===== src/verilog/hub_regs_pkg.sv =====
package hub_regs_pkg;

    // Byte addresses of the host-visible registers.
    localparam logic [7:0] ADDR_HOST_LINK_CONTROL = 8'h55;
    localparam logic [7:0] ADDR_SCRATCH_A_FIRST   = 8'h56;
    localparam logic [7:0] ADDR_SCRATCH_A_LAST    = 8'h5B;
    localparam logic [7:0] ADDR_PARAM_BUF_FIRST   = 8'h5C;
    localparam logic [7:0] ADDR_PARAM_BUF_LAST    = 8'h63;
    localparam logic [7:0] ADDR_PARAM_IO_COMMAND  = 8'h64;
    localparam logic [7:0] ADDR_SCRATCH_B_FIRST   = 8'h65;
    localparam logic [7:0] ADDR_SCRATCH_B_LAST    = 8'h6B;
    localparam logic [7:0] ADDR_FIXED_VER_LO      = 8'h70;
    localparam logic [7:0] ADDR_FIXED_VER_HI      = 8'h71;
    localparam logic [7:0] ADDR_PATCH_VER_LO      = 8'h72;
    localparam logic [7:0] ADDR_PATCH_VER_HI      = 8'h73;

    // Array sizes.
    localparam int SCRATCH_A_BYTES = 6;
    localparam int PARAM_BUF_BYTES = 8;
    localparam int SCRATCH_B_BYTES = 7;

    // Control register bit positions.
    localparam int CTL_NONWAKE_INT_DISABLE = 7;
    localparam int CTL_SELF_TEST_ON_WAKE   = 6;
    localparam int CTL_HOST_ASLEEP         = 5;
    localparam int CTL_NORTH_EAST_DOWN     = 4;
    localparam int CTL_WAKE_INT_DISABLE    = 3;
    localparam int CTL_REFRESH_COUNT       = 2;
    localparam int CTL_READOUT_CANCEL      = 1;
    localparam int CTL_ALGO_STANDBY        = 0;

    // Parameter command fields.
    localparam int PARAM_DIR_BIT = 7;
    localparam logic PARAM_DIR_READ  = 1'b0;
    localparam logic PARAM_DIR_WRITE = 1'b1;

    // Reset and special values.
    localparam logic [7:0]  CTL_RESET        = 8'h00;
    localparam logic [7:0]  BYTE_ZERO        = 8'h00;
    localparam logic [15:0] COUNT_ZERO       = 16'h0000;
    localparam logic [15:0] VERSION_ABSENT   = 16'h0000;
    localparam logic [7:0]  PARAM_ACK_CLEAR  = 8'h00;
    localparam logic [7:0]  PARAM_ACK_ERROR  = 8'h80;

endpackage : hub_regs_pkg


===== src/verilog/hub_host_control_registers.sv =====
`timescale 1ns/1ps
`default_nettype none
module hub_host_control_registers
    import hub_regs_pkg::*;
(
    // Clock and reset.
    input  wire logic        clk,
    input  wire logic        sys_rst,

    // Host register port, decoded from the serial link.
    input  wire logic        host_wr_en,
    input  wire logic        host_rd_en,
    input  wire logic [7:0]  host_addr,
    input  wire logic [7:0]  host_wr_data,
    output logic      [7:0]  host_rd_data,

    // Control settings seen by the core.
    output logic             host_asleep,
    output logic             north_east_down_axes,
    output logic             self_test_request,
    output logic             algo_pause_request,
    output logic             sensors_power_down,
    output logic             sensors_restart,
    output logic             discard_pending,

    // FIFO status from the core.
    input  wire logic        wake_fifo_irq_cond,
    input  wire logic        nonwake_fifo_irq_cond,
    input  wire logic        wake_sensor_event,
    input  wire logic        fifo_data_left,
    input  wire logic [15:0] fifo_level,
    input  wire logic        count_publish,
    input  wire logic        transfer_active,
    input  wire logic        algo_paused,

    // Host interrupt and published count.
    output logic             host_irq,
    output logic      [15:0] bytes_available,
    output logic             new_transfer_request,

    // Parameter mailbox.
    output logic             param_req_pulse,
    output logic             param_req_write,
    output logic      [6:0]  param_req_number,
    output logic      [63:0] param_payload,
    output logic      [7:0]  param_ack,
    input  wire logic        param_done,
    input  wire logic        param_unsupported,

    // Scratch areas seen by the core.
    output logic      [47:0] scratch_a,
    output logic      [55:0] scratch_b,

    // Version sources.
    input  wire logic        fixed_code_present,
    input  wire logic [15:0] fixed_code_ver_in,
    input  wire logic        patch_present,
    input  wire logic [15:0] patch_ver_in
);

    typedef enum logic [1:0] {
        ST_RUN,
        ST_PAUSING,
        ST_STANDBY
    } power_state_t;

    typedef struct packed {
        logic [7:0]   ctl;
        logic [7:0]   cmd;
        logic [7:0]   ack;
        logic [15:0]  count;
        logic [15:0]  committed;
        logic         irq;
        logic         refresh_seen;
        logic         cancel_seen;
        logic         cancel_pending;
        logic         restart;
        logic         req_pulse;
        logic [7:0]   rd_data;
        power_state_t pstate;
    } ctl_state_t;

    ctl_state_t s_reg;
    ctl_state_t s_next;

    logic       a_hit;
    logic [7:0] a_data;
    logic       p_hit;
    logic [7:0] p_data;
    logic       b_hit;
    logic [7:0] b_data;

    logic [15:0] fixed_ver;
    logic [15:0] patch_ver;

    logic        wake_ok;
    logic        nonwake_ok;
    logic        irq_raise;
    logic        irq_drop;
    logic        refresh_rise;
    logic        cancel_rise;

    // Rising edge of a level-held command bit against its delayed copy.
    function automatic logic edge_up(input logic now, input logic seen);
        edge_up = now && !seen;
    endfunction : edge_up

    // Version registers report zero when nothing is loaded.
    assign fixed_ver = fixed_code_present ? fixed_code_ver_in : VERSION_ABSENT;
    assign patch_ver = patch_present ? patch_ver_in : VERSION_ABSENT;

    // Scratch and mailbox buffers.
    byte_bank #(
        .BYTES(SCRATCH_A_BYTES),
        .BASE (ADDR_SCRATCH_A_FIRST)
    ) u_scratch_a (
        .clk      (clk),
        .sys_rst  (sys_rst),
        .wr_en    (host_wr_en),
        .wr_addr  (host_addr),
        .wr_data  (host_wr_data),
        .rd_addr  (host_addr),
        .rd_hit   (a_hit),
        .rd_data  (a_data),
        .core_view(scratch_a)
    );

    byte_bank #(
        .BYTES(PARAM_BUF_BYTES),
        .BASE (ADDR_PARAM_BUF_FIRST)
    ) u_param_buf (
        .clk      (clk),
        .sys_rst  (sys_rst),
        .wr_en    (host_wr_en),
        .wr_addr  (host_addr),
        .wr_data  (host_wr_data),
        .rd_addr  (host_addr),
        .rd_hit   (p_hit),
        .rd_data  (p_data),
        .core_view(param_payload)
    );

    byte_bank #(
        .BYTES(SCRATCH_B_BYTES),
        .BASE (ADDR_SCRATCH_B_FIRST)
    ) u_scratch_b (
        .clk      (clk),
        .sys_rst  (sys_rst),
        .wr_en    (host_wr_en),
        .wr_addr  (host_addr),
        .wr_data  (host_wr_data),
        .rd_addr  (host_addr),
        .rd_hit   (b_hit),
        .rd_data  (b_data),
        .core_view(scratch_b)
    );

    // Interrupt qualification per FIFO.
    assign wake_ok    = wake_fifo_irq_cond && !s_reg.ctl[CTL_WAKE_INT_DISABLE];
    assign nonwake_ok = nonwake_fifo_irq_cond && !s_reg.ctl[CTL_NONWAKE_INT_DISABLE]
                        && !s_reg.ctl[CTL_HOST_ASLEEP];

    // A standing interrupt drops once neither FIFO qualifies, or on a count publish outside a transfer.
    assign irq_raise = !s_reg.irq && (wake_ok || nonwake_ok) && !s_reg.cancel_pending;
    assign irq_drop  = s_reg.irq && ((!transfer_active && count_publish)
                                     || (!wake_ok && !nonwake_ok));

    // Command bits act once per rising edge.
    assign refresh_rise = edge_up(s_reg.ctl[CTL_REFRESH_COUNT], s_reg.refresh_seen);
    assign cancel_rise  = edge_up(s_reg.ctl[CTL_READOUT_CANCEL], s_reg.cancel_seen);

    always_comb begin
        s_next           = s_reg;
        s_next.req_pulse = 1'b0;
        s_next.restart   = 1'b0;

        // Host writes of the control and command registers.
        if (host_wr_en) begin
            if (host_addr == ADDR_HOST_LINK_CONTROL) begin
                s_next.ctl = host_wr_data;
            end else if (host_addr == ADDR_PARAM_IO_COMMAND) begin
                s_next.cmd       = host_wr_data;
                s_next.ack       = PARAM_ACK_CLEAR;
                s_next.req_pulse = 1'b1;
            end
        end

        // Mailbox completion; a new request in the same cycle wins.
        if (param_done && !s_next.req_pulse) begin
            s_next.ack = param_unsupported ? PARAM_ACK_ERROR : s_reg.cmd;
        end

        // Rising edges of the level-held command bits.
        s_next.refresh_seen = s_reg.ctl[CTL_REFRESH_COUNT];
        s_next.cancel_seen  = s_reg.ctl[CTL_READOUT_CANCEL];

        // Interrupt drive; count published in the same cycle as assertion.
        if (irq_raise) begin
            s_next.irq       = 1'b1;
            s_next.count     = fifo_level;
            s_next.committed = fifo_level;
        end else if (irq_drop) begin
            s_next.irq = 1'b0;
        end

        // During an active transfer, refresh never grows past the count already committed.
        if (refresh_rise) begin
            if (transfer_active && fifo_level > s_reg.committed) begin
                s_next.count = s_reg.committed;
            end else begin
                s_next.count = fifo_level;
            end
        end

        // Cancel drops the interrupt, zeroes the count, discards data.
        // The pending flag also holds the interrupt down for one cycle.
        if (cancel_rise) begin
            s_next.irq            = 1'b0;
            s_next.count          = COUNT_ZERO;
            s_next.committed      = COUNT_ZERO;
            s_next.cancel_pending = 1'b1;
        end else if (s_reg.cancel_pending) begin
            s_next.cancel_pending = 1'b0;
        end

        // Standby sequencing.
        case (s_reg.pstate)
            ST_RUN: begin
                if (s_reg.ctl[CTL_ALGO_STANDBY]) begin
                    s_next.pstate = ST_PAUSING;
                end
            end
            ST_PAUSING: begin
                if (!s_reg.ctl[CTL_ALGO_STANDBY]) begin
                    s_next.pstate = ST_RUN;
                end else if (algo_paused) begin
                    s_next.pstate = ST_STANDBY;
                end
            end
            ST_STANDBY: begin
                if (!s_reg.ctl[CTL_ALGO_STANDBY]) begin
                    s_next.pstate  = ST_RUN;
                    s_next.restart = 1'b1;
                end
            end
            default: begin
                s_next.pstate = ST_RUN;
            end
        endcase

        // Registered read data.
        s_next.rd_data = BYTE_ZERO;
        if (host_rd_en) begin
            if (host_addr == ADDR_HOST_LINK_CONTROL) begin
                s_next.rd_data = s_reg.ctl;
            end else if (host_addr == ADDR_PARAM_IO_COMMAND) begin
                s_next.rd_data = s_reg.cmd;
            end else if (host_addr == ADDR_FIXED_VER_LO) begin
                s_next.rd_data = fixed_ver[7:0];
            end else if (host_addr == ADDR_FIXED_VER_HI) begin
                s_next.rd_data = fixed_ver[15:8];
            end else if (host_addr == ADDR_PATCH_VER_LO) begin
                s_next.rd_data = patch_ver[7:0];
            end else if (host_addr == ADDR_PATCH_VER_HI) begin
                s_next.rd_data = patch_ver[15:8];
            end else if (a_hit) begin
                s_next.rd_data = a_data;
            end else if (p_hit) begin
                s_next.rd_data = p_data;
            end else if (b_hit) begin
                s_next.rd_data = b_data;
            end
        end
    end

    // Edge trackers clear with the control byte, so no false edge follows reset.
    always_ff @(posedge clk) begin
        if (sys_rst) begin
            s_reg.ctl            <= CTL_RESET;
            s_reg.cmd            <= BYTE_ZERO;
            s_reg.ack            <= PARAM_ACK_CLEAR;
            s_reg.count          <= COUNT_ZERO;
            s_reg.committed      <= COUNT_ZERO;
            s_reg.irq            <= 1'b0;
            s_reg.refresh_seen   <= 1'b0;
            s_reg.cancel_seen    <= 1'b0;
            s_reg.cancel_pending <= 1'b0;
            s_reg.restart        <= 1'b0;
            s_reg.req_pulse      <= 1'b0;
            s_reg.rd_data        <= BYTE_ZERO;
            s_reg.pstate         <= ST_RUN;
        end else begin
            s_reg <= s_next;
        end
    end

    // Outputs to the core and host.
    assign host_rd_data         = s_reg.rd_data;
    assign host_asleep          = s_reg.ctl[CTL_HOST_ASLEEP];
    assign north_east_down_axes = s_reg.ctl[CTL_NORTH_EAST_DOWN];
    assign self_test_request    = s_reg.restart && s_reg.ctl[CTL_SELF_TEST_ON_WAKE];
    assign algo_pause_request   = s_reg.pstate != ST_RUN;
    assign sensors_power_down   = s_reg.pstate == ST_STANDBY;
    assign sensors_restart      = s_reg.restart;
    assign discard_pending      = s_reg.cancel_pending;
    assign new_transfer_request = s_reg.cancel_pending && fifo_data_left;
    assign host_irq             = s_reg.irq;
    assign bytes_available      = s_reg.count;

    // Mailbox outputs.
    assign param_req_pulse      = s_reg.req_pulse;
    assign param_req_write      = s_reg.cmd[PARAM_DIR_BIT] == PARAM_DIR_WRITE;
    assign param_req_number     = s_reg.cmd[PARAM_DIR_BIT-1:0];
    assign param_ack            = s_reg.ack;

endmodule : hub_host_control_registers
`default_nettype wire


===== src/verilog/byte_bank.sv =====
`timescale 1ns/1ps
`default_nettype none
module byte_bank
    import hub_regs_pkg::*;
#(
    parameter int         BYTES = 8,
    parameter logic [7:0] BASE  = 8'h00
) (
    // Clock and reset.
    input  wire logic               clk,
    input  wire logic               sys_rst,
    // Host write.
    input  wire logic               wr_en,
    input  wire logic [7:0]         wr_addr,
    input  wire logic [7:0]         wr_data,
    // Read port.
    input  wire logic [7:0]         rd_addr,
    output logic                    rd_hit,
    output logic      [7:0]         rd_data,
    // Core view.
    output logic      [BYTES*8-1:0] core_view
);

    typedef struct packed {
        logic [BYTES-1:0][7:0] mem;
    } bank_state_t;

    bank_state_t state_reg;
    bank_state_t state_next;

    // Whether an address is inside the bank.
    function automatic logic in_bank(input logic [7:0] a);
        in_bank = (a >= BASE) && (a < BASE + 8'(BYTES));
    endfunction : in_bank

    always_comb begin
        state_next = state_reg;
        if (wr_en && in_bank(wr_addr)) begin
            state_next.mem[3'(wr_addr - BASE)] = wr_data;
        end
    end

    always_ff @(posedge clk) begin
        if (sys_rst) begin
            state_reg <= '0;
        end else begin
            state_reg <= state_next;
        end
    end

    assign rd_hit    = in_bank(rd_addr);
    assign rd_data   = rd_hit ? state_reg.mem[3'(rd_addr - BASE)] : BYTE_ZERO;
    assign core_view = state_reg.mem;

endmodule : byte_bank
`default_nettype wire


===== config.mk =====
export PLATFORM = sky130hd
export DESIGN_NAME = hub_host_control_registers
export DESIGN_NICKNAME = d
export VERILOG_FILES = /design/src/verilog/hub_regs_pkg.sv /design/src/verilog/hub_host_control_registers.sv /design/src/verilog/byte_bank.sv
export SDC_FILE = /design/constraint.sdc
export NUM_CORES = 1
export LEC_CHECK = 0
export ABC_AREA = 1
export BUFFER_PORTS_ARGS = -buffer_cell sky130_fd_sc_hd__buf_2
export CORE_MARGIN = 10
export CORE_UTILIZATION = 58
export DETAILED_ROUTE_END_ITERATION = 8
export PLACE_DENSITY = 0.91
export REMOVE_ABC_BUFFERS = 1
export SLEW_MARGIN = 20
export SYNTH_ARGS = -nofsm -noshare
export SYNTH_HDL_FRONTEND = slang
export SYNTH_SLANG_ARGS = --single-unit

===== constraint.sdc =====
create_clock -name clk -period 6.5 [get_ports clk]
set_input_delay 1.3 -clock clk [delete_from_list [all_inputs] [get_ports clk]]
set_output_delay 1.3 -clock clk [all_outputs]
set_load 0.03 [all_outputs]

==> results.json, run 1 <==
{
  "maxCapViolations": 0,
  "largest_reg_flops": 64,
  "cts_sinks": 240,
  "place.port_buffers": 295,
  "grt_use_met2": 0.463,
  "clock_path_buffers": 3,
  "syn_inst": 1837,
  "fin_crit_sh": 0.639,
  "ant_nets": 0,
  "grt_pass1_vias": 12282,
  "pre_cts_slack_ns": 1.89,
  "postSynth.asyncResetShare": 0,
  "min_path_cells": 1,
  "synth_top_area_frac": 0.392,
  "worst-slew-pin-transition_ns": 1.09,
  "root_buffer": "clkbuf_16",
  "first_pass_iters": 6,
  "yosys.cell_types.count": 36,
  "coreArea_um2": 20900,
  "drc": 0,
  "rsz0062_at_grt": "false",
  "post_cts.repair.setup_buffers": 0,
  "regArea_um2": 4800,
  "r2r-start": "s_reg[31]",
  "top_usage_layer": "met2",
  "cts_tree": "yes",
  "wl_per_cell_um": 18.1,
  "fp.dieW_um": 165,
  "rows": 53,
  "clock_skew_ns": 0.00660,
  "nets": 2123,
  "end_kind": "flip-flop",
  "vdd_ir_drop_max_mv": 0.216,
  "ctsResizeCount": 0,
  "yosys_register_bits": 240,
  "yosys_most_used_dff": "dfxtp_1",
  "hpwlAfterDp_um": 29200,
  "cts_max_level": 1,
  "gp_routability_congestion": 0.969,
  "fin_crit_ns": 4.15,
  "finalMaxSlewViolations": 0,
  "worstPathRequired_ns": 6.95,
  "hold_viol": 0,
  "min_to": "discard_pending",
  "vias_per_cell": 5.62,
  "cp-start-kind": "primary input",
  "setup_viol_count_final": 0,
  "synth_edf_count": 0,
  "die_h_um": 165,
  "hold_start": "s_reg[13]",
  "yosysWarnings": 0,
  "ios": 297,
  "nFillCells": 1812,
  "vias": 13029,
  "ys_seq_area_frac": 0.392,
  "worst_slack_ns": 2.35,
  "r2r-end": "bytes_available[1]",
  "cts_buffers": 26,
  "max_freq_ghz": 0.241,
  "grtUsageMet3": 0.0694,
  "hold_ws_ns": 0.429,
  "critPathArrivalTime_ns": 4.61,
  "grt_max_degree": 130,
  "grt_use_total": 0.293,
  "grt_use_met1": 0.371,
  "critPathMaxFanout": 78,
  "die-area_um2": 27400,
  "slew_headroom": 0.270,
  "antenna_found_initial": 10,
  "drive_above_1_share": 0.187,
  "p_per_area_nw_per_um2": 235,
  "grt_pass1_wl_um": 64600,
  "hold_buffers": 0,
  "power_leakage_nw": 6.66,
  "clk_pin_slew_ns": 0.06,
  "drt_iter0_drc": 1591,
  "status": "finished clean",
  "reg2reg_depth": 12,
  "synth_area_leaders": "dfxtp_1 (39%), nand2_1 (17%), a21oi_1 (10%)",
  "hp-class": "reg -> reg",
  "crit_type": "in -> reg",
  "clk_latency_ns": 0.53,
  "routed_wl_um": 41900,
  "area_delta_synth_final_pct": 15.5,
  "synth.avg_cell_area_um2": 6.68,
  "fin_setup_tns_ns": 0,
  "initial_core_util": 0.587,
  "multiInputGateArea_um2": 5900,
  "synth_area_um2": 12300,
  "grt_overflow": 0,
  "post-synth-top-area-cell": "dfxtp_1",
  "regToRegSetupSlack_ns": 3.87
}
cell usage in the layout (no fill, tap or decap), types with 2 or more instances in the layout:
| cell | n |
|---|---|
| a21oi_1 | 257 |
| buf_4 | 10 |
| dfxtp_1 | 240 |
| diode_2 | 9 |
| a21oi_2 | 2 |
| buf_2 | 294 |
| nand3_2 | 3 |
| inv_2 | 7 |
| nand2_4 | 2 |
| nor4_1 | 2 |
| nand3_1 | 153 |
| clkinv_1 | 7 |
| ha_1 | 25 |
| o21ai_1 | 8 |
| nor2_1 | 29 |
| clkinv_2 | 7 |
| nand2_2 | 9 |
| o21ai_0 | 174 |
| clkbuf_1 | 6 |
| inv_1 | 186 |
| clkbuf_16 | 27 |
| nor2_2 | 4 |
| nand2_1 | 549 |
| nand4_1 | 12 |
| nor3_4 | 3 |
| nor3_1 | 2 |
| nor2_4 | 4 |
| clkbuf_8 | 3 |
cell usage after synthesis (12+ instances only):
cell / n
a21oi_1: 257
buf_2: 30
buf_4: 46
clkbuf_1: 65
dfxtp_1: 240
ha_1: 25
inv_1: 187
nand2_1: 549
nand3_1: 153
nand4_1: 12
nor2_1: 29
o21ai_0: 174
cells by family after synthesis:
kind of cell    count (synthesis)  synth area share
buf+inv                       350             0.127
fa+ha+maj                      25            0.0255
simple gates                  778             0.273
flops                         240             0.392
compound gates                444             0.183
metrics by stage:
| step | total power, mW | std cells | instance area (µm²) | utilization |
|---|---|---|---|---|
| 5_1_grt | 3.44 | 2315 | 14200 | 0.678 |
| 3_5_place_dp | 1.93 | 2266 | 13300 | 0.639 |
| 2_1_floorplan | 1.77 | 1687 | 11500 | - |
| 3_3_place_gp | 1.92 | 2266 | 13300 | 0.639 |
| 6_report | 3.33 | 2319 | 14200 | 0.678 |
| 4_1_cts | 3.32 | 2310 | 14100 | 0.677 |
area by class of cell:
type | count | area share
multi-input cells | 1247 | 0.416
diodes | 9 | 0.00159
clock inverters | 8 | 0.00459
inverters | 200 | 0.0530
flip-flops and latches | 240 | 0.339
well taps | 275 | 0.0243
clock buffers | 36 | 0.0522
repair buffers | 304 | 0.109
worst max-delay path by stage:
stage | slack, ns | startpoint | cells past startpoint | to
2_1_floorplan | 2.44 | host_addr[0] | 6 | u_scratch_b.core_view[0]
3_3_place_gp | 2.02 | host_addr[1] | 7 | u_scratch_b.core_view[3]
3_5_place_dp | 1.89 | host_addr[0] | 10 | u_scratch_b.core_view[3]
4_1_cts | 2.43 | host_addr[1] | 7 | u_scratch_b.core_view[3]
5_1_grt | 2.08 | host_addr[1] | 7 | u_scratch_b.core_view[3]
6_report | 2.35 | host_addr[0] | 10 | u_scratch_b.core_view[3]
critical path: stages:
cell and delay [ns]:
buf_4 0.24, inv_2 0.10, buf_4 0.73, ha_1 0.30, nand2_1 0.06, nand2_1 0.32
inv_1 0.30, nor4_4 0.82, o21ai_0 0.22, a21oi_1 0.20
layer usage:
layer | vias up | wire, µm
met1 | 5953 | 16200
met5 | - | 27
li1 | 6265 | -
met3 | 126 | 4540
met4 | 4 | 1930
met2 | 681 | 19200
report_power, final:
part,switching [mW],internal (mW),leakage (nW)
clock network,0.592,0.827,0.403
registers,0.0140,1.49,1.94
logic,0.289,0.111,4.32
total,0.894,2.43,6.66
(Power assumes the default switching activity.)
==> run 2, diff against run 1 <==
- CORE_UTILIZATION: 58 -> 54
- PLACE_DENSITY: 0.91 -> 0.85
- clock period: 6.5 -> 4.2 ns (I/O delays scaled with it)
==> run 2 against run 1 <==
Against the previous run:
- setup slack worse by 1.3 ns
- cell count up 0.65%
- critical path type unchanged
- register-to-register slack worse by 2.2 ns
- largest cell class unchanged
- flip-flop and latch count unchanged
==> results.json, run 2 (synthesized netlist as in run 1, its figures left out) <==
{
  "status": "finished clean",
  "fin_crit_sh": 0.762,
  "ios": 297,
  "hpwlAfterDp_um": 30000,
  "cts_sinks": 240,
  "p_per_area_nw_per_um2": 371,
  "pre_cts_slack_ns": 0.560,
  "first_pass_iters": 6,
  "fp.dieW_um": 171,
  "rows": 55,
  "gp_routability_congestion": 0.927,
  "clock_path_buffers": 3,
  "fin_crit_ns": 3.20,
  "nets": 2130,
  "ctsResizeCount": 0,
  "power.switching_mw": 1.42,
  "regToRegSetupSlack_ns": 1.63,
  "sw_frac_of_total": 0.267,
  "p_int_mw": 3.89,
  "seq_power_share": 0.439,
  "die-area_um2": 29100,
  "end_kind": "flip-flop",
  "place_area_um2": 13400,
  "drt_iter0_drc": 1578,
  "vias_per_cell": 5.59,
  "clk_pin_slew_ns": 0.06,
  "critPathArrivalTime_ns": 3.59,
  "grt_pass1_vias": 12247,
  "vias": 13049,
  "worst_slack_ns": 1.00,
  "largest_reg_flops": 64,
  "reg2reg_depth": 12,
  "max_freq_ghz": 0.313,
  "initial_core_util": 0.545,
  "pwr-share-comb": 0.118,
  "grt_overflow": 0,
  "r2r-start": "s_reg[31]",
  "wl_per_cell_um": 18.3,
  "hold_buffers": 0,
  "drive_above_1_share": 0.190,
  "antenna_found_initial": 8,
  "vdd_ir_drop_max_mv": 0.263,
  "hold_start": "s_reg[13]",
  "hold_ws_ns": 0.445,
  "routed_wl_um": 42600,
  "final_common_cell": "nand2_1",
  "cts_tree": "yes",
  "crit_type": "in -> reg",
  "hold_viol": 0,
  "ant_nets": 0,
  "critPathMaxFanout": 58,
  "coreArea_um2": 22500,
  "power_leakage_nw": 6.72,
  "post_cts.repair.setup_buffers": 0,
  "stdcell_area_um2": 14300,
  "worst-slew-pin-transition_ns": 0.879,
  "drc": 0,
  "min_path_cells": 1,
  "root_buffer": "clkbuf_16",
  "min_to": "discard_pending",
  "slew_headroom": 0.412,
  "final_cell_mix": "nand2_1 (549), buf_2 (294), a21oi_1 (257), dfxtp_1 (240), inv_1 (186)",
  "dpl.cell_count": 2283,
  "setup_viol_count_final": 0,
  "die_h_um": 171,
  "hp-class": "reg -> reg",
  "finish.utilization": 0.636,
  "place.port_buffers": 295,
  "finalMaxSlewViolations": 0,
  "cp-start-kind": "primary input",
  "maxCapViolations": 0,
  "rsz0062_at_grt": "false",
  "power_frac_clock": 0.443,
  "fin_setup_tns_ns": 0,
  "grt_max_degree": 81,
  "grt_use_total": 0.279,
  "cts_max_level": 1,
  "grt_pass1_wl_um": 65700,
  "cts_buffers": 26,
  "fin_cells": 2334,
  "r2r-end": "bytes_available[8]",
  "p_total_mw": 5.31,
  "worstPathRequired_ns": 4.59,
  "clk_latency_ns": 0.53,
  "clock_skew_ns": 0.00995,
  "area_delta_synth_final_pct": 16.7
}
-- run 2: worst max-delay path: stages --
cell and delay, ns:
buf_4 0.21, inv_2 0.12, buf_4 0.60, nand2_1 0.16, nand3_1 0.12, nand2_2 0.08, nor3b_4 0.52, nand2_1 0.48
o21ai_0 0.36, a21oi_1 0.07
-- run 2: per-layer routing --
metal	track usage	vias up	part of all wire
met5	0	-	0.00073
met1	0.353	5931	0.40
li1	-	6279	-
met3	0.0551	114	0.10
met2	0.464	719	0.47
met4	0.0927	6	0.033
-- run 2: power groups by stage --
stage	sequential (mW)	clock [mW]	combinational, mW
finish	2.33	2.35	0.626
global placement	2.38	0	0.599
floorplan	2.43	0	0.310
global route	2.34	2.46	0.689
CTS	2.33	2.36	0.615
detailed placement	2.38	0	0.610
-- run 2: worst max path at each step --
stage | from | endpoint | slack, ns | cells after the start
5_1_grt | host_addr[0] | u_scratch_a.core_view[20] | 0.75 | 10
3_3_place_gp | host_addr[0] | u_scratch_a.core_view[19] | 0.60 | 10
6_report | host_addr[0] | u_scratch_a.core_view[11] | 1.00 | 10
3_5_place_dp | host_addr[0] | u_scratch_a.core_view[19] | 0.56 | 10
2_1_floorplan | host_addr[0] | u_scratch_b.core_view[0] | 0.60 | 6
4_1_cts | host_addr[0] | u_scratch_a.core_view[13] | 1.09 | 10
-- run 2: cell type report --
cell class / instances / area, µm²
clock buffer: 40 / 785
multi-input combinational: 1247 / 5900
inverter: 200 / 751
tap: 285 / 357
antenna: 5 / 12.5
timing repair buffer: 311 / 1610
clock inverter: 6 / 90.1
fill: 2033 / 8200
sequential: 240 / 4800
==> run 3, diff against run 2 <==
- clock period: 4.2 -> 3.33 ns (I/O delays scaled with it)
==> run 3 against run 2 <==
Against the previous run:
- clock skew down 0.0022 ns
- register-to-register slack worse by 0.49 ns
- via count down 0.18%
- setup slack worse by 0.060 ns
- design area down 0.17%
- flip-flop and latch count unchanged
- critical path depth up 2
- count of clock-buffer cells in the layout down 7
- global-route usage down 0.61 points
- die area unchanged
- first-iteration DRC count down 11%
- routed wire length down 1.6%
==> results.json, run 3 (synthesized netlist as in run 1, its figures left out) <==
{
  "status": "finished clean",
  "finalMaxSlewViolations": 0,
  "drc": 0,
  "setup_viol_count_final": 0,
  "fp.dieW_um": 171,
  "cts_sinks": 240,
  "clk_latency_ns": 0.52,
  "cp-start-kind": "primary input",
  "clk_pin_slew_ns": 0.06,
  "rows": 55,
  "path_delay_family": "simple AND/OR/NAND/NOR gates",
  "dpl.cell_count": 2293,
  "place.port_buffers": 295,
  "power_leakage_nw": 6.72,
  "crit_type": "in -> reg",
  "slew_headroom": 0.341,
  "ctsResizeCount": 0,
  "hold_ws_ns": 0.360,
  "critPathMaxFanout": 16,
  "fin_crit_sh": 0.717,
  "fin_crit_ns": 2.39,
  "gp_routability_congestion": 0.939,
  "routed_wl_um": 42000,
  "stdcell_area_um2": 14300,
  "initial_core_util": 0.545,
  "drt_iter0_drc": 1403,
  "grt_pass1_wl_um": 64300,
  "clock_skew_ns": 0.00777,
  "die_h_um": 171,
  "vias_per_cell": 5.56,
  "vdd_ir_drop_max_mv": 0.340,
  "rsz0062_at_grt": "false",
  "hold_buffers": 0,
  "first_pass_iters": 5,
  "max_freq_ghz": 0.419,
  "worstPathRequired_ns": 3.72,
  "ant_nets": 0,
  "root_buffer": "clkbuf_16",
  "grt_use_total": 0.273,
  "hpwlAfterDp_um": 29900,
  "end_kind": "flip-flop",
  "grt_overflow": 0,
  "fin_cells": 2344,
  "hold_viol": 0,
  "largest_reg_flops": 64,
  "cts_max_level": 1,
  "critPathArrivalTime_ns": 2.78,
  "area_delta_synth_final_pct": 16.5,
  "final_cell_mix": "nand2_1 (549), buf_2 (294), a21oi_1 (257), dfxtp_1 (240), inv_1 (186)",
  "place_area_um2": 13500,
  "crit_chain": "buf_2 -> inv_2 -> ha_1 -> inv_1 -> nor2_1 -> nor2_1 -> nor2_4 -> nand2_4 -> nor2_4 -> nand2_1 -> o21ai_0 -> a21oi_1",
  "p_total_mw": 6.37,
  "grt_max_degree": 129,
  "vias": 13025,
  "die-area_um2": 29100,
  "drive_above_1_share": 0.193,
  "worst-slew-pin-transition_ns": 0.981,
  "ios": 297,
  "wl_per_cell_um": 17.9,
  "coreArea_um2": 22500,
  "crit_path_top_delay_cell": "nand2_1",
  "hp-class": "in -> reg",
  "clock_path_buffers": 3,
  "antenna_found_initial": 12,
  "maxCapViolations": 0,
  "cts_buffers": 25,
  "post_cts.repair.setup_buffers": 0,
  "final_common_cell": "nand2_1",
  "cts_tree": "yes",
  "p_per_area_nw_per_um2": 446,
  "worst-path-buf-inv": 3,
  "cp_slowest_stage_delay_ns": 0.31,
  "nFillCells": 2056,
  "nets": 2139,
  "grt_pass1_vias": 12196
}
## run 3: cell count changes in the layout (fill, tap and decap cells not counted), moves of 2 or more
| cell | change |
|---|---|
| buf_4 | +9 |
| diode_2 | +6 |
| clkinv_2 | +4 |
| clkbuf_8 | -3 |
| clkbuf_1 | -2 |
| clkbuf_16 | -2 |
## run 3: final cells by class
cell class / count / area (µm²) / area share
clock inverter: 7 / 62.6 / 0.00438
timing repair buffer: 321 / 1700 / 0.119
multi-input combinational: 1247 / 5900 / 0.413
inverter: 200 / 751 / 0.0526
tap: 285 / 357 / 0.0250
antenna: 11 / 27.5 / 0.00193
clock buffer: 33 / 686 / 0.0480
sequential: 240 / 4800 / 0.336
## run 3: final timing paths
check	startpoint	endpoint	slack [ns]	cells past startpoint
max reg2reg	s_reg[31]	bytes_available[7]	1.14	12
max	host_addr[1]	u_scratch_b.core_view[22]	0.94	12
min reg2reg	s_reg[13]	discard_pending	0.44	1
min	algo_paused	s_reg[0]	0.36	2
## run 3: layer usage
metal,vias up,share of wire,track usage
li1,6296,-,-
met1,5901,0.39,0.336
met2,701,0.46,0.446
met3,125,0.11,0.0689
met4,2,0.039,0.109
met5,-,0.00019,0
## run 3: where the power goes
part	total (mW)	switching, mW	internal (mW)	leakage, nW
Combinational	0.794	0.564	0.231	4.41
Clock	2.64	1.13	1.51	0.369
Sequential	2.94	0.0271	2.92	1.94
## run 3: stage by stage
step | worst slack, ns | util | TNS (ns)
after floorplan | -0.0944 | - | -1.13
after detailed placement | 0.464 | 0.600 | 0
after global placement | 0.543 | 0.600 | 0
final | 0.941 | 0.635 | 0
after CTS | 0.985 | 0.633 | 0
after global routing | 0.719 | 0.634 | 0
